[src/hw/plwdt_regs.svh]
// Register map, field positions, service values and timing counts of the watchdog
`ifndef PLWDT_REGS_SVH
`define PLWDT_REGS_SVH

// Word indices; byte address is four times the index
`define PLW_IDX_OPT 22'h0000c0
`define PLW_IDX_SVC 22'h0fffab
`define PLW_IDX_STS 22'h000010
`define PLW_IDX_CLR 22'h000011
`define PLW_IDX_IEN 22'h000012
`define PLW_IDX_RSC 22'h000013

// Option byte fields
`define PLW_OPT_EN 4
`define PLW_OPT_SEL_HI 3
`define PLW_OPT_SEL_LO 1
`define PLW_OPT_STBY 0

// Service register values
`define PLW_KEY 8'hac
`define PLW_SVC_RD_OFF 8'h1a
`define PLW_SVC_RD_ON 8'h9a

// Interrupt status bits and reset cause bit
`define PLW_STS_ITV 0
`define PLW_STS_RES 1
`define PLW_RSC_WDT 4

// Overflow exponent per select code
`define PLW_EXP_0 5'd6
`define PLW_EXP_1 5'd7
`define PLW_EXP_2 5'd8
`define PLW_EXP_3 5'd9
`define PLW_EXP_4 5'd11
`define PLW_EXP_5 5'd13
`define PLW_EXP_6 5'd14
`define PLW_EXP_7 5'd16

// Slow oscillator rate against the 50 MHz system clock
`define PLW_CLK_HZ 50000000
`define PLW_FIL_HZ 17250
`define PLW_DIV (`PLW_CLK_HZ / `PLW_FIL_HZ)

`endif

[src/hw/plwdt_pkg.sv]
// Types shared by the watchdog design
package plwdt_pkg;

  typedef enum logic [2:0] {
    PH_CAPTURE,
    PH_IDLE,
    PH_RUN,
    PH_HOLD,
    PH_TRIPPED
  } plwdt_phase_e;

  typedef struct packed {
    logic count_enable_option;
    logic [2:0] overflow_select;
    logic standby_run_option;
  } plwdt_opt_s;

  typedef struct packed {
    logic [4:0] opt_s1;
    logic [4:0] opt_s2;
    plwdt_opt_s opt;
    plwdt_phase_e phase;
    logic [11:0] div;
    logic [16:0] cnt;
    logic stby_d;
    logic [1:0] sts;
    logic [1:0] ien;
    logic reset_cause_register;
    logic rst_req;
    logic ack;
    logic [31:0] dat;
    logic irq;
  } plwdt_state_s;

endpackage : plwdt_pkg

[src/hw/plwdt_top.sv]
// Program loop watchdog with a classic Wishbone register slave
//
// How it works
// Count enable option starts counter after reset.
// Option bits three to one select overflow.
// Codes give 2^n-1 slow cycles overflow.
// Standby run option decides counting in standby.
// Halted counter restarts from zero after standby.
// Enable 0 with standby run 1 prohibited.
// Byte key write clears and restarts counter.
// Wrong value written requests internal reset.
// Bit-manipulation access requests internal reset.
// Overflow without key write requests reset.
// Service register reads 1AH or 9AH.
// Interval interrupt at three quarters period.
// Counting continues after interval interrupt.
// Unused interval interrupt must be masked.
// Restart may shorten next period one tick.
// Key just before overflow still prevents reset.
// Counter runs on slow oscillator ticks.
// Watchdog reset sets reset cause bit four.
// Option byte sampled at reset release only.
`timescale 1ns/100ps
`include "plwdt_regs.svh"

module plwdt_top #(
  parameter int LOCO_DIV = `PLW_DIV
) (
  input wire logic clk_i,
  input wire logic rst_i,
  input wire logic por_i,
  input wire logic [4:0] opt_byte_i,
  input wire logic standby_i,
  input wire logic bitop_i,
  input wire logic cyc_i,
  input wire logic stb_i,
  input wire logic we_i,
  input wire logic [23:0] adr_i,
  input wire logic [3:0] sel_i,
  input wire logic [31:0] dat_i,
  output logic ack_o,
  output logic [31:0] dat_o,
  output logic irq_o,
  output logic wdt_rst_req_o
);

  // ****************************************
  // Elaboration checks
  // ****************************************
  if (LOCO_DIV < 2 || LOCO_DIV > 4096) begin : g_bad_div
    $error("LOCO_DIV must lie in 2..4096");
  end

  localparam logic [11:0] DIV_LAST = 12'(LOCO_DIV - 1);

  plwdt_pkg::plwdt_state_s st_r;
  plwdt_pkg::plwdt_state_s st_nxt;

  // ****************************************
  // Helpers
  // ****************************************
  function automatic logic [4:0] exp_of(input logic [2:0] s);
    logic [4:0] e;
    e = `PLW_EXP_7;
    case (s)
      3'h0: e = `PLW_EXP_0;
      3'h1: e = `PLW_EXP_1;
      3'h2: e = `PLW_EXP_2;
      3'h3: e = `PLW_EXP_3;
      3'h4: e = `PLW_EXP_4;
      3'h5: e = `PLW_EXP_5;
      3'h6: e = `PLW_EXP_6;
      default: e = `PLW_EXP_7;
    endcase
    return e;
  endfunction : exp_of

  logic [4:0] ovf_exp;
  logic [16:0] ovf_lim;
  logic [16:0] itv_pt;
  logic [16:0] cnt_inc;
  logic tick;
  logic req;
  logic acc;
  logic [21:0] widx;
  logic svc_hit;
  logic svc_wr;
  logic key_ok;
  logic illegal;
  logic [7:0] svc_rd;

  always_comb begin
    ovf_exp = exp_of(st_r.opt.overflow_select);
    ovf_lim = 17'((17'h1 << ovf_exp) - 17'h1);
    itv_pt = 17'(17'h3 << (ovf_exp - 5'd2));
    cnt_inc = 17'(st_r.cnt + 17'h1);
    tick = (st_r.div == 12'h000);
    req = cyc_i && stb_i;
    // Access lands on the edge that the master sees ack
    acc = req && st_r.ack;
    widx = adr_i[23:2];
    svc_hit = (widx == `PLW_IDX_SVC);
    svc_wr = acc && we_i && svc_hit;
    key_ok = svc_wr && (sel_i == 4'h1) && (dat_i[7:0] == `PLW_KEY) && !bitop_i;
    illegal = (svc_wr && !key_ok) || (acc && svc_hit && bitop_i);
    svc_rd = st_r.opt.count_enable_option ? `PLW_SVC_RD_ON : `PLW_SVC_RD_OFF;
  end

  // ****************************************
  // Next state
  // ****************************************
  always_comb begin
    st_nxt = st_r;

    // Option byte pins are static but asynchronous to clk_i
    st_nxt.opt_s1 = opt_byte_i;
    st_nxt.opt_s2 = st_r.opt_s1;

    // Slow oscillator stands in as a free running tick
    st_nxt.div = tick ? DIV_LAST : 12'(st_r.div - 12'h001);
    st_nxt.stby_d = standby_i;

    case (st_r.phase)
      plwdt_pkg::PH_CAPTURE: begin
        st_nxt.opt = plwdt_pkg::plwdt_opt_s'(st_r.opt_s2);
        st_nxt.cnt = 17'h00000;
        st_nxt.phase = st_r.opt_s2[`PLW_OPT_EN] ? plwdt_pkg::PH_RUN
                                                : plwdt_pkg::PH_IDLE;
      end
      plwdt_pkg::PH_IDLE: begin
        // Disabled counter never moves; the combination with
        // standby run set is not supported and is ignored here
        st_nxt.cnt = 17'h00000;
      end
      plwdt_pkg::PH_RUN: begin
        if (standby_i && !st_r.opt.standby_run_option) begin
          st_nxt.phase = plwdt_pkg::PH_HOLD;
        end else if (tick) begin
          st_nxt.cnt = cnt_inc;
          if (cnt_inc == itv_pt) begin
            st_nxt.sts[`PLW_STS_ITV] = 1'b1;
          end
          if (cnt_inc == ovf_lim) begin
            st_nxt.phase = plwdt_pkg::PH_TRIPPED;
            st_nxt.rst_req = 1'b1;
            st_nxt.reset_cause_register = 1'b1;
          end
        end
      end
      plwdt_pkg::PH_HOLD: begin
        if (!standby_i) begin
          st_nxt.cnt = 17'h00000;
          st_nxt.sts[`PLW_STS_RES] = 1'b1;
          st_nxt.phase = plwdt_pkg::PH_RUN;
        end
      end
      plwdt_pkg::PH_TRIPPED: begin
        st_nxt.rst_req = 1'b1;
      end
      default: begin
        st_nxt.phase = plwdt_pkg::PH_CAPTURE;
      end
    endcase

    // Key beats an overflow tick in the same cycle; divider is not
    // restarted, so the next period may be one tick short
    if (key_ok && st_r.phase == plwdt_pkg::PH_RUN && !(standby_i
        && !st_r.opt.standby_run_option)) begin
      st_nxt.cnt = 17'h00000;
      st_nxt.phase = plwdt_pkg::PH_RUN;
      st_nxt.rst_req = 1'b0;
      st_nxt.reset_cause_register = st_r.reset_cause_register;
    end

    if (illegal) begin
      st_nxt.phase = plwdt_pkg::PH_TRIPPED;
      st_nxt.rst_req = 1'b1;
      st_nxt.reset_cause_register = 1'b1;
    end

    // ****************************************
    // Register writes; hardware set wins over clear
    // ****************************************
    if (acc && we_i && sel_i[0]) begin
      case (widx)
        `PLW_IDX_CLR: begin
          st_nxt.sts = st_nxt.sts & ~(dat_i[1:0] & ~(st_nxt.sts & ~st_r.sts));
        end
        `PLW_IDX_IEN: begin
          st_nxt.ien = dat_i[1:0];
        end
        `PLW_IDX_RSC: begin
          if (dat_i[`PLW_RSC_WDT] && !(st_nxt.reset_cause_register && !st_r.reset_cause_register)) begin
            st_nxt.reset_cause_register = 1'b0;
          end
        end
        default: begin
        end
      endcase
    end

    // ****************************************
    // Bus answer: one cycle ack, unmapped reads as zero
    // ****************************************
    st_nxt.ack = req && !st_r.ack;
    st_nxt.dat = 32'h00000000;
    if (req && !st_r.ack && !we_i) begin
      case (widx)
        `PLW_IDX_OPT: st_nxt.dat = {27'h0000000, st_r.opt};
        `PLW_IDX_SVC: st_nxt.dat = {24'h000000, svc_rd};
        `PLW_IDX_STS: st_nxt.dat = {30'h00000000, st_r.sts};
        `PLW_IDX_IEN: st_nxt.dat = {30'h00000000, st_r.ien};
        `PLW_IDX_RSC: st_nxt.dat = {27'h0000000, st_r.reset_cause_register, 4'h0};
        default: st_nxt.dat = 32'h00000000;
      endcase
    end

    st_nxt.irq = |(st_nxt.sts & st_nxt.ien);

    // ****************************************
    // Synchronous reset; cause flag survives all but power-on
    // ****************************************
    if (rst_i) begin
      st_nxt.phase = plwdt_pkg::PH_CAPTURE;
      st_nxt.opt = '0;
      st_nxt.div = DIV_LAST;
      st_nxt.cnt = 17'h00000;
      st_nxt.stby_d = 1'b0;
      st_nxt.sts = 2'h0;
      st_nxt.ien = 2'h0;
      st_nxt.rst_req = 1'b0;
      st_nxt.ack = 1'b0;
      st_nxt.dat = 32'h00000000;
      st_nxt.irq = 1'b0;
      st_nxt.reset_cause_register = por_i ? 1'b0 : st_r.reset_cause_register;
    end
  end

  always_ff @(posedge clk_i) begin
    st_r <= st_nxt;
  end

  assign ack_o = st_r.ack;
  assign dat_o = st_r.dat;
  assign irq_o = st_r.irq;
  assign wdt_rst_req_o = st_r.rst_req;

endmodule : plwdt_top

[config.mk]
export PLATFORM = sky130hd
export DESIGN_NAME = plwdt_top
export DESIGN_NICKNAME = d
export VERILOG_FILES = /design/src/hw/plwdt_pkg.sv /design/src/hw/plwdt_top.sv
export VERILOG_INCLUDE_DIRS = /design/src /design/src/hw
export SDC_FILE = /design/constraint.sdc
export NUM_CORES = 1
export LEC_CHECK = 0
export ABC_AREA = 1
export BUFFER_PORTS_ARGS = -buffer_cell sky130_fd_sc_hd__buf_2
export CAP_MARGIN = 20
export CORE_MARGIN = 4
export CORE_UTILIZATION = 45
export DETAILED_ROUTE_END_ITERATION = 8
export PLACE_DENSITY = 0.67
export SLEW_MARGIN = 20
export SYNTH_ARGS = -nofsm -noshare
export SYNTH_HDL_FRONTEND = slang
export SYNTH_SLANG_ARGS = --single-unit
[constraint.sdc]
create_clock -name clk_i -period 3.9 [get_ports clk_i]
set_input_delay 0.39 -clock clk_i [delete_from_list [all_inputs] [get_ports clk_i]]
set_output_delay 0.39 -clock clk_i [all_outputs]
set_load 0.05 [all_outputs]
==> results of run 1 <==
-- per-stage QoR --
step                      hold slack, ps  area, sq um
after floorplan                    309.6         4591
after global placement             310.1         4757
after detailed placement           313.2         4757
after CTS                          126.1         4982
after global routing               126.2         4982
final                              139.8         4982
-- registers in the layout, indices dropped and copies added, names as in the netlist --
register,cells
wdt_rst_req_o,1
ack_o,1
st_nxt,5
st_r,47
dat_o,6
irq_o,1
-- layout by cell type (no fill, tap or decap), types with 2 or more instances in the layout --
cell	instances
a21oi_1	31
a31oi_1	7
buf_2	55
buf_4	2
bufinv_16	2
clkbuf_8	10
clkinv_1	2
clkinvlp_4	2
conb_1	28
dfxtp_1	60
ha_1	13
inv_1	104
inv_2	4
nand2_1	164
nand2_2	5
nand3_1	59
nand3_2	2
nand4_1	16
nor2_1	104
nor2_2	6
nor2_4	2
nor3_1	25
nor4_1	7
o211ai_1	2
o21ai_0	22
o22ai_1	9
or2_2	3
xnor2_1	3
xor2_1	19
-- metal layers --
layer / share of wire, % / vias to the layer above
met5: 0 / -
met4: 1.4 / 0
met3: 5.0 / 17
met2: 45 / 114
met1: 48 / 2075
li1: - / 2385
-- cell families (layout without fill, tap and decap cells) --
family                   count (synthesis)  in the layout  share of synthesized area (%)
buffers and inverters                  151            183                          15.65
XOR/XNOR                                22             22                          4.289
adder cells (fa/ha/maj)                 13             13                          3.620
other                                    2             28                         0.1671
AND/OR/NAND/NOR                        397            397                          38.46
flip-flops                              61             61                          27.40
AO/OA/AOI/OAI                           81             81                          10.41
-- power by group --
group	switching, mW	total, mW	internal [mW]
Combinational	1.31	1.92	0.609
Sequential	0.0555	0.737	0.682
Clock	0.263	0.641	0.378
-- path summary, 6_finish.rpt --
check	startpoint	to	slack (ps)	cells past startpoint
hold / removal	opt_byte_i[4]	st_nxt[82]	140	1
setup / recovery	st_r[76]	st_r[72]	580	19
hold reg to reg	st_nxt[80]	st_r[80]	330	0
setup reg to reg	st_r[76]	st_r[72]	580	19
-- area by class of cell --
class	count	share of cell area (%)
Multi-Input combinational cell	541	53.31
Sequential cell	61	24.71
Inverter	110	8.287
Timing Repair Buffer	57	5.826
Tap cell	133	3.340
Clock buffer	11	2.838
Clock inverter	5	1.683
==> impl_metrics.json, run 1 <==
{
  "setup_viol": 0,
  "grt_start_max_net_pins": 18,
  "worst_slew_pin_slew_ps": 672.5,
  "netlist.area_leader.share_pct": 26.73,
  "yosys.area.top_type": "dfxtp_1",
  "finalCritPeriodShare_pct": 85.12,
  "rsz0062_at_grt": "false",
  "maxCapViolations": 0,
  "power.density_nw_per_um2": 661.5,
  "cts.sink_count": 61,
  "dpl.cell_count": 902,
  "post_cts.resized_instances": 0,
  "cts_buffer_depth": 2,
  "cts.hold.buffers_added": 0,
  "worst_skew_pair.late_latency_ps": 350,
  "via_count_of_the_routed_design": 4591,
  "number_of_standard_cells_after_synthesis": 727,
  "min_period_ps": 3320,
  "fin_worst_skew_ps": 13.80,
  "drcViolationCount": 0,
  "clkSlewWorstSetupHoldPaths_ps": 80,
  "seqCellArea_sq_um": 1231,
  "postSynth.asyncResetShare_pct": 0,
  "synth_enable_flop_cells": 1,
  "die_area_sq_um": 11650,
  "critical_path.max_stage_delay_ps": 500,
  "port_buffers": 55,
  "crit_type": "flop to flop",
  "ys_ff_latch": 61,
  "route.detailed.wl_per_inst_microns": 12.64,
  "cpMostUsedCell": "nand2_1",
  "route.detailed.vias_per_inst": 5.001,
  "final.setup.worst_slack_ps": 580.5,
  "maxClockFrequency_ghz": 0.3012,
  "hold_viol": 0,
  "groute.layer.met1.usage_pct": 28.62,
  "total_power_mw": 3.296,
  "multi_input_area_sq_um": 2656,
  "synthMostInstantiatedCell": "nand2_1",
  "floorplan.initialDensity_pct": 46.18,
  "finalSetupTns_ps": 0,
  "worst_hold_path_type": "primary input to flop",
  "layout.core_utilization_pct": 51.21,
  "outcome": "complete, no violations",
  "crit_path_start_kind": "flop",
  "antenna_violations_before_repair": 0,
  "cts_inserted_buffers": 9,
  "final_cells": 918,
  "top_level_ports": 108,
  "rows": 36,
  "core_area_sq_um": 9729,
  "synth.cell_area_sq_um": 4493,
  "die-width_microns": 107.9,
  "overflow": 0,
  "hpwl_dp_microns": 9395,
  "final.fill_count": 1027,
  "post-cts-setup-buffers": 0,
  "timing.final.max_slew_violations": 0,
  "crit_family": "simple AND/OR/NAND/NOR gates",
  "crit_path_end_kind": "flop",
  "synth_ff_type": "dfxtp_1",
  "gr-max-usage-layer": "met2",
  "clock_tree_from_tritoncts": "yes",
  "layout.nets": 866,
  "ir_worst_vdd_uv": 385.1,
  "yosysWarnings": 0,
  "drtIter0Drc": 355,
  "die_h_microns": 107.9,
  "yosysSeqAreaShare_pct": 27.40,
  "first_global_vias": 4123,
  "grt_first_pass_wirelength_microns": 18980,
  "slew_headroom_pct": 54.58,
  "synth.lib_cells_used.distinct": 44,
  "post_synth.cell_area_avg_sq_um": 6.180,
  "groute.usage.overall_pct": 20.12,
  "cpMaxStageDelayCell": "dfxtp_1",
  "grt_util_met2_pct": 31.35,
  "clockRootBuffer": "clkbuf_8",
  "global_route.usage.met3_pct": 3.239,
  "route.antenna.remaining_nets": 0,
  "dpl_worst_slack_ps": 648.4,
  "power_leakage_nw": 2.334,
  "synth_commonest_cells": "nand2_1 (164), inv_1 (104), nor2_1 (104), dfxtp_1 (60), nand3_1 (59)",
  "worst_ep_required_time_ps": 4190,
  "h-tree-depth": 3,
  "syn2layout_area_growth_pct": 10.89,
  "path_max_fanout": 9,
  "share_of_final_layout_standard_cells_stronger_than_drive_strength_1_pct": 12.23,
  "insertedDiodeCount": 0,
  "worstPathBufferInverterCount": 2,
  "synth_area_leaders": "dfxtp_1 (27%), nand2_1 (14%), inv_1 (8.7%)",
  "cp_data_arrival_time_ps": 3610,
  "worstPathCellList": "nand2_1, o21ai_0, inv_1, ha_1, o21ai_2, nand2_1, inv_1, nand2_1, nor2_2, nand3_1, nand3_1, nand2_1, nor3_1, nand2_1, nand2_2, nand2_1, nand3_1, nand2_1, nor2_2",
  "drt_first_pass_iters": 5,
  "routabilityCongestion": 0.9588,
  "finalWirelength_microns": 11600
}
Power figures use the tool's default switching activity.
==> run 2: changes to the inputs <==
--- a/config.mk
+++ b/config.mk
@@ -12,7 +12,7 @@
 export CORE_MARGIN = 4
 export CORE_UTILIZATION = 45
 export DETAILED_ROUTE_END_ITERATION = 8
-export PLACE_DENSITY = 0.67
+export PLACE_DENSITY = 0.7
 export SLEW_MARGIN = 20
 export SYNTH_ARGS = -nofsm -noshare
 export SYNTH_HDL_FRONTEND = slang
==> constraint.sdc (replaced) <==
create_clock -name clk_i -period 2.7 [get_ports clk_i]
set_input_delay 0.27 -clock clk_i [delete_from_list [all_inputs] [get_ports clk_i]]
set_output_delay 0.27 -clock clk_i [all_outputs]
set_load 0.05 [all_outputs]
==> run 2 against run 1 <==
Effect of this change:
- the run now ends with negative setup slack left
- largest power group unchanged
- power grew 79%
- maximum frequency grew 21%
- global-route usage grew 0.98 points
- cell area grew 14%
- critical path type unchanged
- clock skew is essentially flat
- count of clock-buffer cells in the layout shrank 2
- via count grew 7.7%
- critical endpoint unchanged
==> impl_metrics.json, run 2 (same netlist as run 1, synthesis figures left out) <==
{
  "clkSlewWorstSetupHoldPaths_ps": 80,
  "crit_path_start_kind": "flop",
  "timing.final.max_slew_violations": 0,
  "cts.sink_count": 61,
  "multi_input_area_sq_um": 2923,
  "rows": 36,
  "maxCapViolations": 0,
  "failing_checks": "negative setup slack",
  "layout.nets": 919,
  "internal_power_mw": 3.049,
  "final.fill_count": 916,
  "crit_type": "flop to flop",
  "top_level_ports": 108,
  "seqCellArea_sq_um": 1237,
  "power.switching_fraction_pct": 48.46,
  "via_count_of_the_routed_design": 4945,
  "cp_data_arrival_time_ps": 3020,
  "min_period_ps": 2746,
  "setup_viol": 3,
  "first_global_vias": 4515,
  "max_flop_register": "st_r",
  "slew_headroom_pct": 56.41,
  "overflow": 0,
  "worst_ep_required_time_ps": 2970,
  "route.detailed.vias_per_inst": 5.093,
  "fin_worst_skew_ps": 14.16,
  "die_area_sq_um": 11650,
  "rsz0062_at_grt": "true",
  "largest_reg_flops": 47,
  "maxClockFrequency_ghz": 0.3642,
  "syn2layout_area_growth_pct": 25.95,
  "regToRegSetupSlack_ps": -50,
  "antenna_violations_before_repair": 0,
  "route.antenna.remaining_nets": 0,
  "layout.core_utilization_pct": 58.17,
  "finalCritPeriodShare_pct": 101.7,
  "path_max_fanout": 6,
  "cts_inserted_buffers": 9,
  "final.setup.worst_slack_ps": -45.73,
  "finalWirelength_microns": 12480,
  "clock_tree_from_tritoncts": "yes",
  "h-tree-depth": 3,
  "dpl.cell_count": 944,
  "cts_buffer_depth": 2,
  "most-common-layout-cells": "nand2_1 (155), inv_1 (99), nor2_1 (97)",
  "route.detailed.wl_per_inst_microns": 12.85,
  "core_area_sq_um": 9729,
  "drt_first_pass_iters": 7,
  "power_switching_mw": 2.867,
  "die_h_microns": 107.9,
  "grt_first_pass_wirelength_microns": 20030,
  "hpwl_dp_microns": 9716,
  "power_leakage_nw": 2.634,
  "sequentialPowerShare_pct": 18.1,
  "crit_path_end_kind": "flop",
  "worst_skew_pair.late_latency_ps": 340,
  "outcome": "complete, but fails checks",
  "die-width_microns": 107.9,
  "insertedDiodeCount": 0,
  "power.density_nw_per_um2": 1045,
  "groute.usage.overall_pct": 21.10,
  "worst_hold_path_type": "primary input to flop",
  "clockPowerShare_pct": 13.8,
  "layout_commonest_cell": "nand2_1",
  "power_frac_comb_pct": 68.1,
  "worst_slew_pin_slew_ps": 645.4,
  "share_of_final_layout_standard_cells_stronger_than_drive_strength_1_pct": 23.51,
  "ir_worst_vdd_uv": 632.1,
  "drtIter0Drc": 449,
  "clockRootBuffer": "clkbuf_8",
  "drcViolationCount": 0,
  "final_cells": 971,
  "port_buffers": 55,
  "routabilityCongestion": 0.9289,
  "floorplan.initialDensity_pct": 46.18,
  "grt_start_max_net_pins": 18,
  "hold_viol": 0
}
[run 2: timing repair]
action,CTS,global route
pin swaps,17,14
cloned,0,1
resized for setup,48,27
hold endpoints to repair,0,0
buffers inserted,5,5
endpoints found under the setup margin,5,7
hold buffers,0,0
[run 2: area by class of cell]
| class | instances | area share (%) |
|---|---|---|
| Multi-Input combinational cell | 541 | 51.65 |
| Sequential cell | 61 | 21.87 |
| Timing Repair Buffer | 109 | 12.49 |
| Inverter | 110 | 7.473 |
| Tap cell | 133 | 2.941 |
| Clock buffer | 9 | 2.189 |
| Clock inverter | 7 | 1.304 |
| Timing Repair inverter | 1 | 0.08844 |
[run 2: through the flow]
stage | setup WS [ps] | setup TNS [ps] | power [mW] | hold slack [ps] | cell area, sq um
floorplan | 2.490 | 0 | 3.321 | 297.7 | 4606
global placement | -105.2 | -441.1 | 4.128 | 310.0 | 5084
detailed placement | -133.8 | -595.2 | 4.189 | 313.6 | 5084
CTS | 4.202 | 0 | 5.516 | 8.271 | 5509
global route | -223.6 | -1203 | 6.387 | 13.21 | 5659
finish | -45.73 | -62.31 | 5.916 | 27.64 | 5659
[run 2: metal layers]
| layer | up-vias | GRT usage (%) | share of wire, % |
|---|---|---|---|
| met5 | - | 0 | 0 |
| met4 | 0 | 7.665 | 2.5 |
| met3 | 26 | 3.599 | 6.9 |
| met2 | 178 | 35.12 | 48 |
| met1 | 2241 | 27.43 | 42 |
| li1 | 2500 | - | - |
[run 2: final timing paths]
kind	from	endpoint	depth (start not counted)
max reg2reg	st_r[76]	st_r[72]	22
min	opt_byte_i[3]	st_nxt[81]	1
max	st_r[76]	st_r[72]	22
min reg2reg	st_nxt[81]	st_r[81]	0
[run 2: critical path: stages, from the launching register on]
cell and delay, ps:
dfxtp_4 380, buf_6 120, a21oi_4 220, inv_4 80
ha_4 170, o21ai_4 160, inv_2 60, nor2_4 110
inv_2 60, nor2_4 140, nand3_2 120, buf_6 130
nand3_2 50, nand2_1 60, nor2_1 110, nand2_1 70
nor2_2 90, nand2_2 120, nand2_4 110, nand2_2 60
nand3_2 80, nand2_2 60, nor2_2 100
[run 2: power by group through the flow]
stage	Combinational, mW	Clock, mW	Sequential [mW]
6_report	4.03	0.817	1.07
5_1_grt	4.43	0.876	1.08
4_1_cts	3.62	0.837	1.06
3_5_place_dp	3.12	0	1.07
3_3_place_gp	3.06	0	1.07
2_1_floorplan	2.25	0	1.07
==> run 3: changes to the inputs <==
--- a/config.mk
+++ b/config.mk
@@ -12,7 +12,7 @@
 export CORE_MARGIN = 4
 export CORE_UTILIZATION = 45
 export DETAILED_ROUTE_END_ITERATION = 8
-export PLACE_DENSITY = 0.7
+export PLACE_DENSITY_LB_ADDON = 0.25
 export SLEW_MARGIN = 20
 export SYNTH_ARGS = -nofsm -noshare
 export SYNTH_HDL_FRONTEND = slang
==> run 3 against run 2 <==
Effect of this change:
- the flow now finishes without violations
- global-route usage fell by 0.37 points
- non-clock buffer count fell by 13
- die area did not move
- via count fell by 2.8%
==> impl_metrics.json, run 3 (same netlist as run 1, synthesis figures left out) <==
{
  "timing.final.max_slew_violations": 0,
  "power_leakage_nw": 2.519,
  "worst_slew_pin_slew_ps": 689.0,
  "ir_worst_vdd_uv": 681.9,
  "worst_ep_required_time_ps": 3000,
  "die-width_microns": 107.9,
  "worst_hold_margin_ps": 17.07,
  "cts_inserted_buffers": 9,
  "finalSetupTns_ps": 0,
  "hold_path.startpoint": "opt_byte_i[4]",
  "via_count_of_the_routed_design": 4807,
  "min_period_ps": 2683,
  "maxClockFrequency_ghz": 0.3727,
  "drcViolationCount": 0,
  "cp_data_arrival_time_ps": 2980,
  "slew_headroom_pct": 53.47,
  "fin_worst_skew_ps": 10.34,
  "h-tree-depth": 3,
  "worstPathBufferInverterCount": 3,
  "crit_path_end_kind": "flop",
  "route.antenna.remaining_nets": 0,
  "layout.core_utilization_pct": 55.74,
  "clockRootBuffer": "clkbuf_8",
  "overflow": 0,
  "die_area_sq_um": 11650,
  "share_of_final_layout_standard_cells_stronger_than_drive_strength_1_pct": 20.51,
  "worstPathCellList": "buf_6, a21oi_4, inv_2, ha_4, o21ai_4, nand2_1, inv_1, nand2_1, nor2_1, nand3_1, nand3_1, nand3_1, nor3_2, nand2_2, nand2_4, nand2_2, nand3_2, nand2_2, nor2_2",
  "insertedDiodeCount": 0,
  "finalWirelength_microns": 12070,
  "grt_first_pass_wirelength_microns": 19420,
  "final_cells": 957,
  "routabilityCongestion": 0.9150,
  "maxCapViolations": 0,
  "rows": 36,
  "port_buffers": 55,
  "cts_buffer_depth": 2,
  "critical_path.max_stage_delay_ps": 370,
  "path_max_fanout": 5,
  "final.fill_count": 954,
  "route.detailed.wl_per_inst_microns": 12.62,
  "top_level_ports": 108,
  "dpl.cell_count": 934,
  "floorplan.initialDensity_pct": 46.18,
  "drt_first_pass_iters": 5,
  "antenna_violations_before_repair": 0,
  "rsz0062_at_grt": "true",
  "crit_type": "flop to flop",
  "layout.nets": 905,
  "clkSlewWorstSetupHoldPaths_ps": 80,
  "max_flop_register": "st_r",
  "finalCritPeriodShare_pct": 99.36,
  "groute.usage.overall_pct": 20.73,
  "syn2layout_area_growth_pct": 20.69,
  "clock_tree_from_tritoncts": "yes",
  "first_global_vias": 4203,
  "largest_reg_flops": 47,
  "die_h_microns": 107.9,
  "hold_viol": 0,
  "cpMaxStageDelayCell": "dfxtp_4",
  "layout_commonest_cell": "nand2_1",
  "crit_family": "simple AND/OR/NAND/NOR gates",
  "route.detailed.vias_per_inst": 5.023,
  "setup_viol": 0,
  "worst_skew_pair.late_latency_ps": 350,
  "first_element_of_the_critical_path": "st_r[76]",
  "power.density_nw_per_um2": 991.0,
  "hpwl_dp_microns": 9659,
  "grt_start_max_net_pins": 18,
  "crit_path_start_kind": "flop",
  "worst_hold_path_type": "primary input to flop",
  "cts.hold.buffers_added": 0,
  "most-common-layout-cells": "nand2_1 (160), inv_1 (100), nor2_1 (99)",
  "drtIter0Drc": 411,
  "core_area_sq_um": 9729,
  "ff_to_ff_start": "st_r[76]",
  "cts.sink_count": 61,
  "outcome": "complete, no violations"
}
run 3: worst register-to-register path, stage by stage, from the launching register on:
cell and delay (ps):
dfxtp_4 370, buf_6 120, a21oi_4 200, inv_2 100
ha_4 180, o21ai_4 160, nand2_1 140, inv_1 100
nand2_1 110, nor2_1 180, nand3_1 90, nand3_1 100
nand3_1 100, nor3_2 180, nand2_2 130, nand2_4 90
nand2_2 60, nand3_2 90, nand2_2 50, nor2_2 100
run 3: worst paths after layout:
kind,end,slack (ps),depth (start not counted)
max,st_r[72],20,19
min,st_nxt[82],20,1
max reg2reg,st_r[72],20,19
min reg2reg,st_r[78],330,0
run 3: layout make-up:
type | count | area [sq um] | share of cell area [%]
clock buffer | 9 | 123.9 | 2.284
clock inverter | 7 | 51.30 | 0.9460
inverter | 110 | 417.9 | 7.707
multi-input combinational | 541 | 2833 | 52.24
sequential | 61 | 1240 | 22.87
tap | 133 | 166.4 | 3.069
timing repair buffer | 96 | 590.6 | 10.89
run 3: what timing repair did:
action	4_1_cts	5_1_grt
buffers inserted	2	5
cloned	0	0
setup endpoints to repair	5	7
pin swaps	3	17
gates resized for setup	9	39
run 3: where the power goes:
| part | leakage, nW | switching (mW) | internal (mW) | total, mW |
|---|---|---|---|---|
| clock | 0.0856 | 0.399 | 0.335 | 0.734 |
| sequential | 0.503 | 0.0784 | 0.996 | 1.07 |
| combinational | 1.93 | 2.18 | 1.38 | 3.57 |
run 3: metal layers:
| metal | part of all wire (%) | GRT usage [%] | wire length (microns) | vias up |
|---|---|---|---|---|
| met1 | 47 | 29.46 | 5647 | 2161 |
| met3 | 5.8 | 2.639 | 700 | 11 |
| met5 | 0 | 0 | 0 | - |
| met4 | 1.2 | 5.951 | 149 | 0 |
| li1 | - | - | - | 2471 |
| met2 | 46 | 32.95 | 5575 | 164 |
run 3: through the flow:
stage | power, mW | setup slack (ps) | area [sq um]
floorplan | 3.321 | 2.490 | 4606
global placement | 4.045 | -3.170 | 5009
detailed placement | 4.116 | -100.2 | 5009
CTS | 4.956 | 12.50 | 5228
global route | 5.822 | -169.0 | 5423
finish | 5.374 | 17.21 | 5423
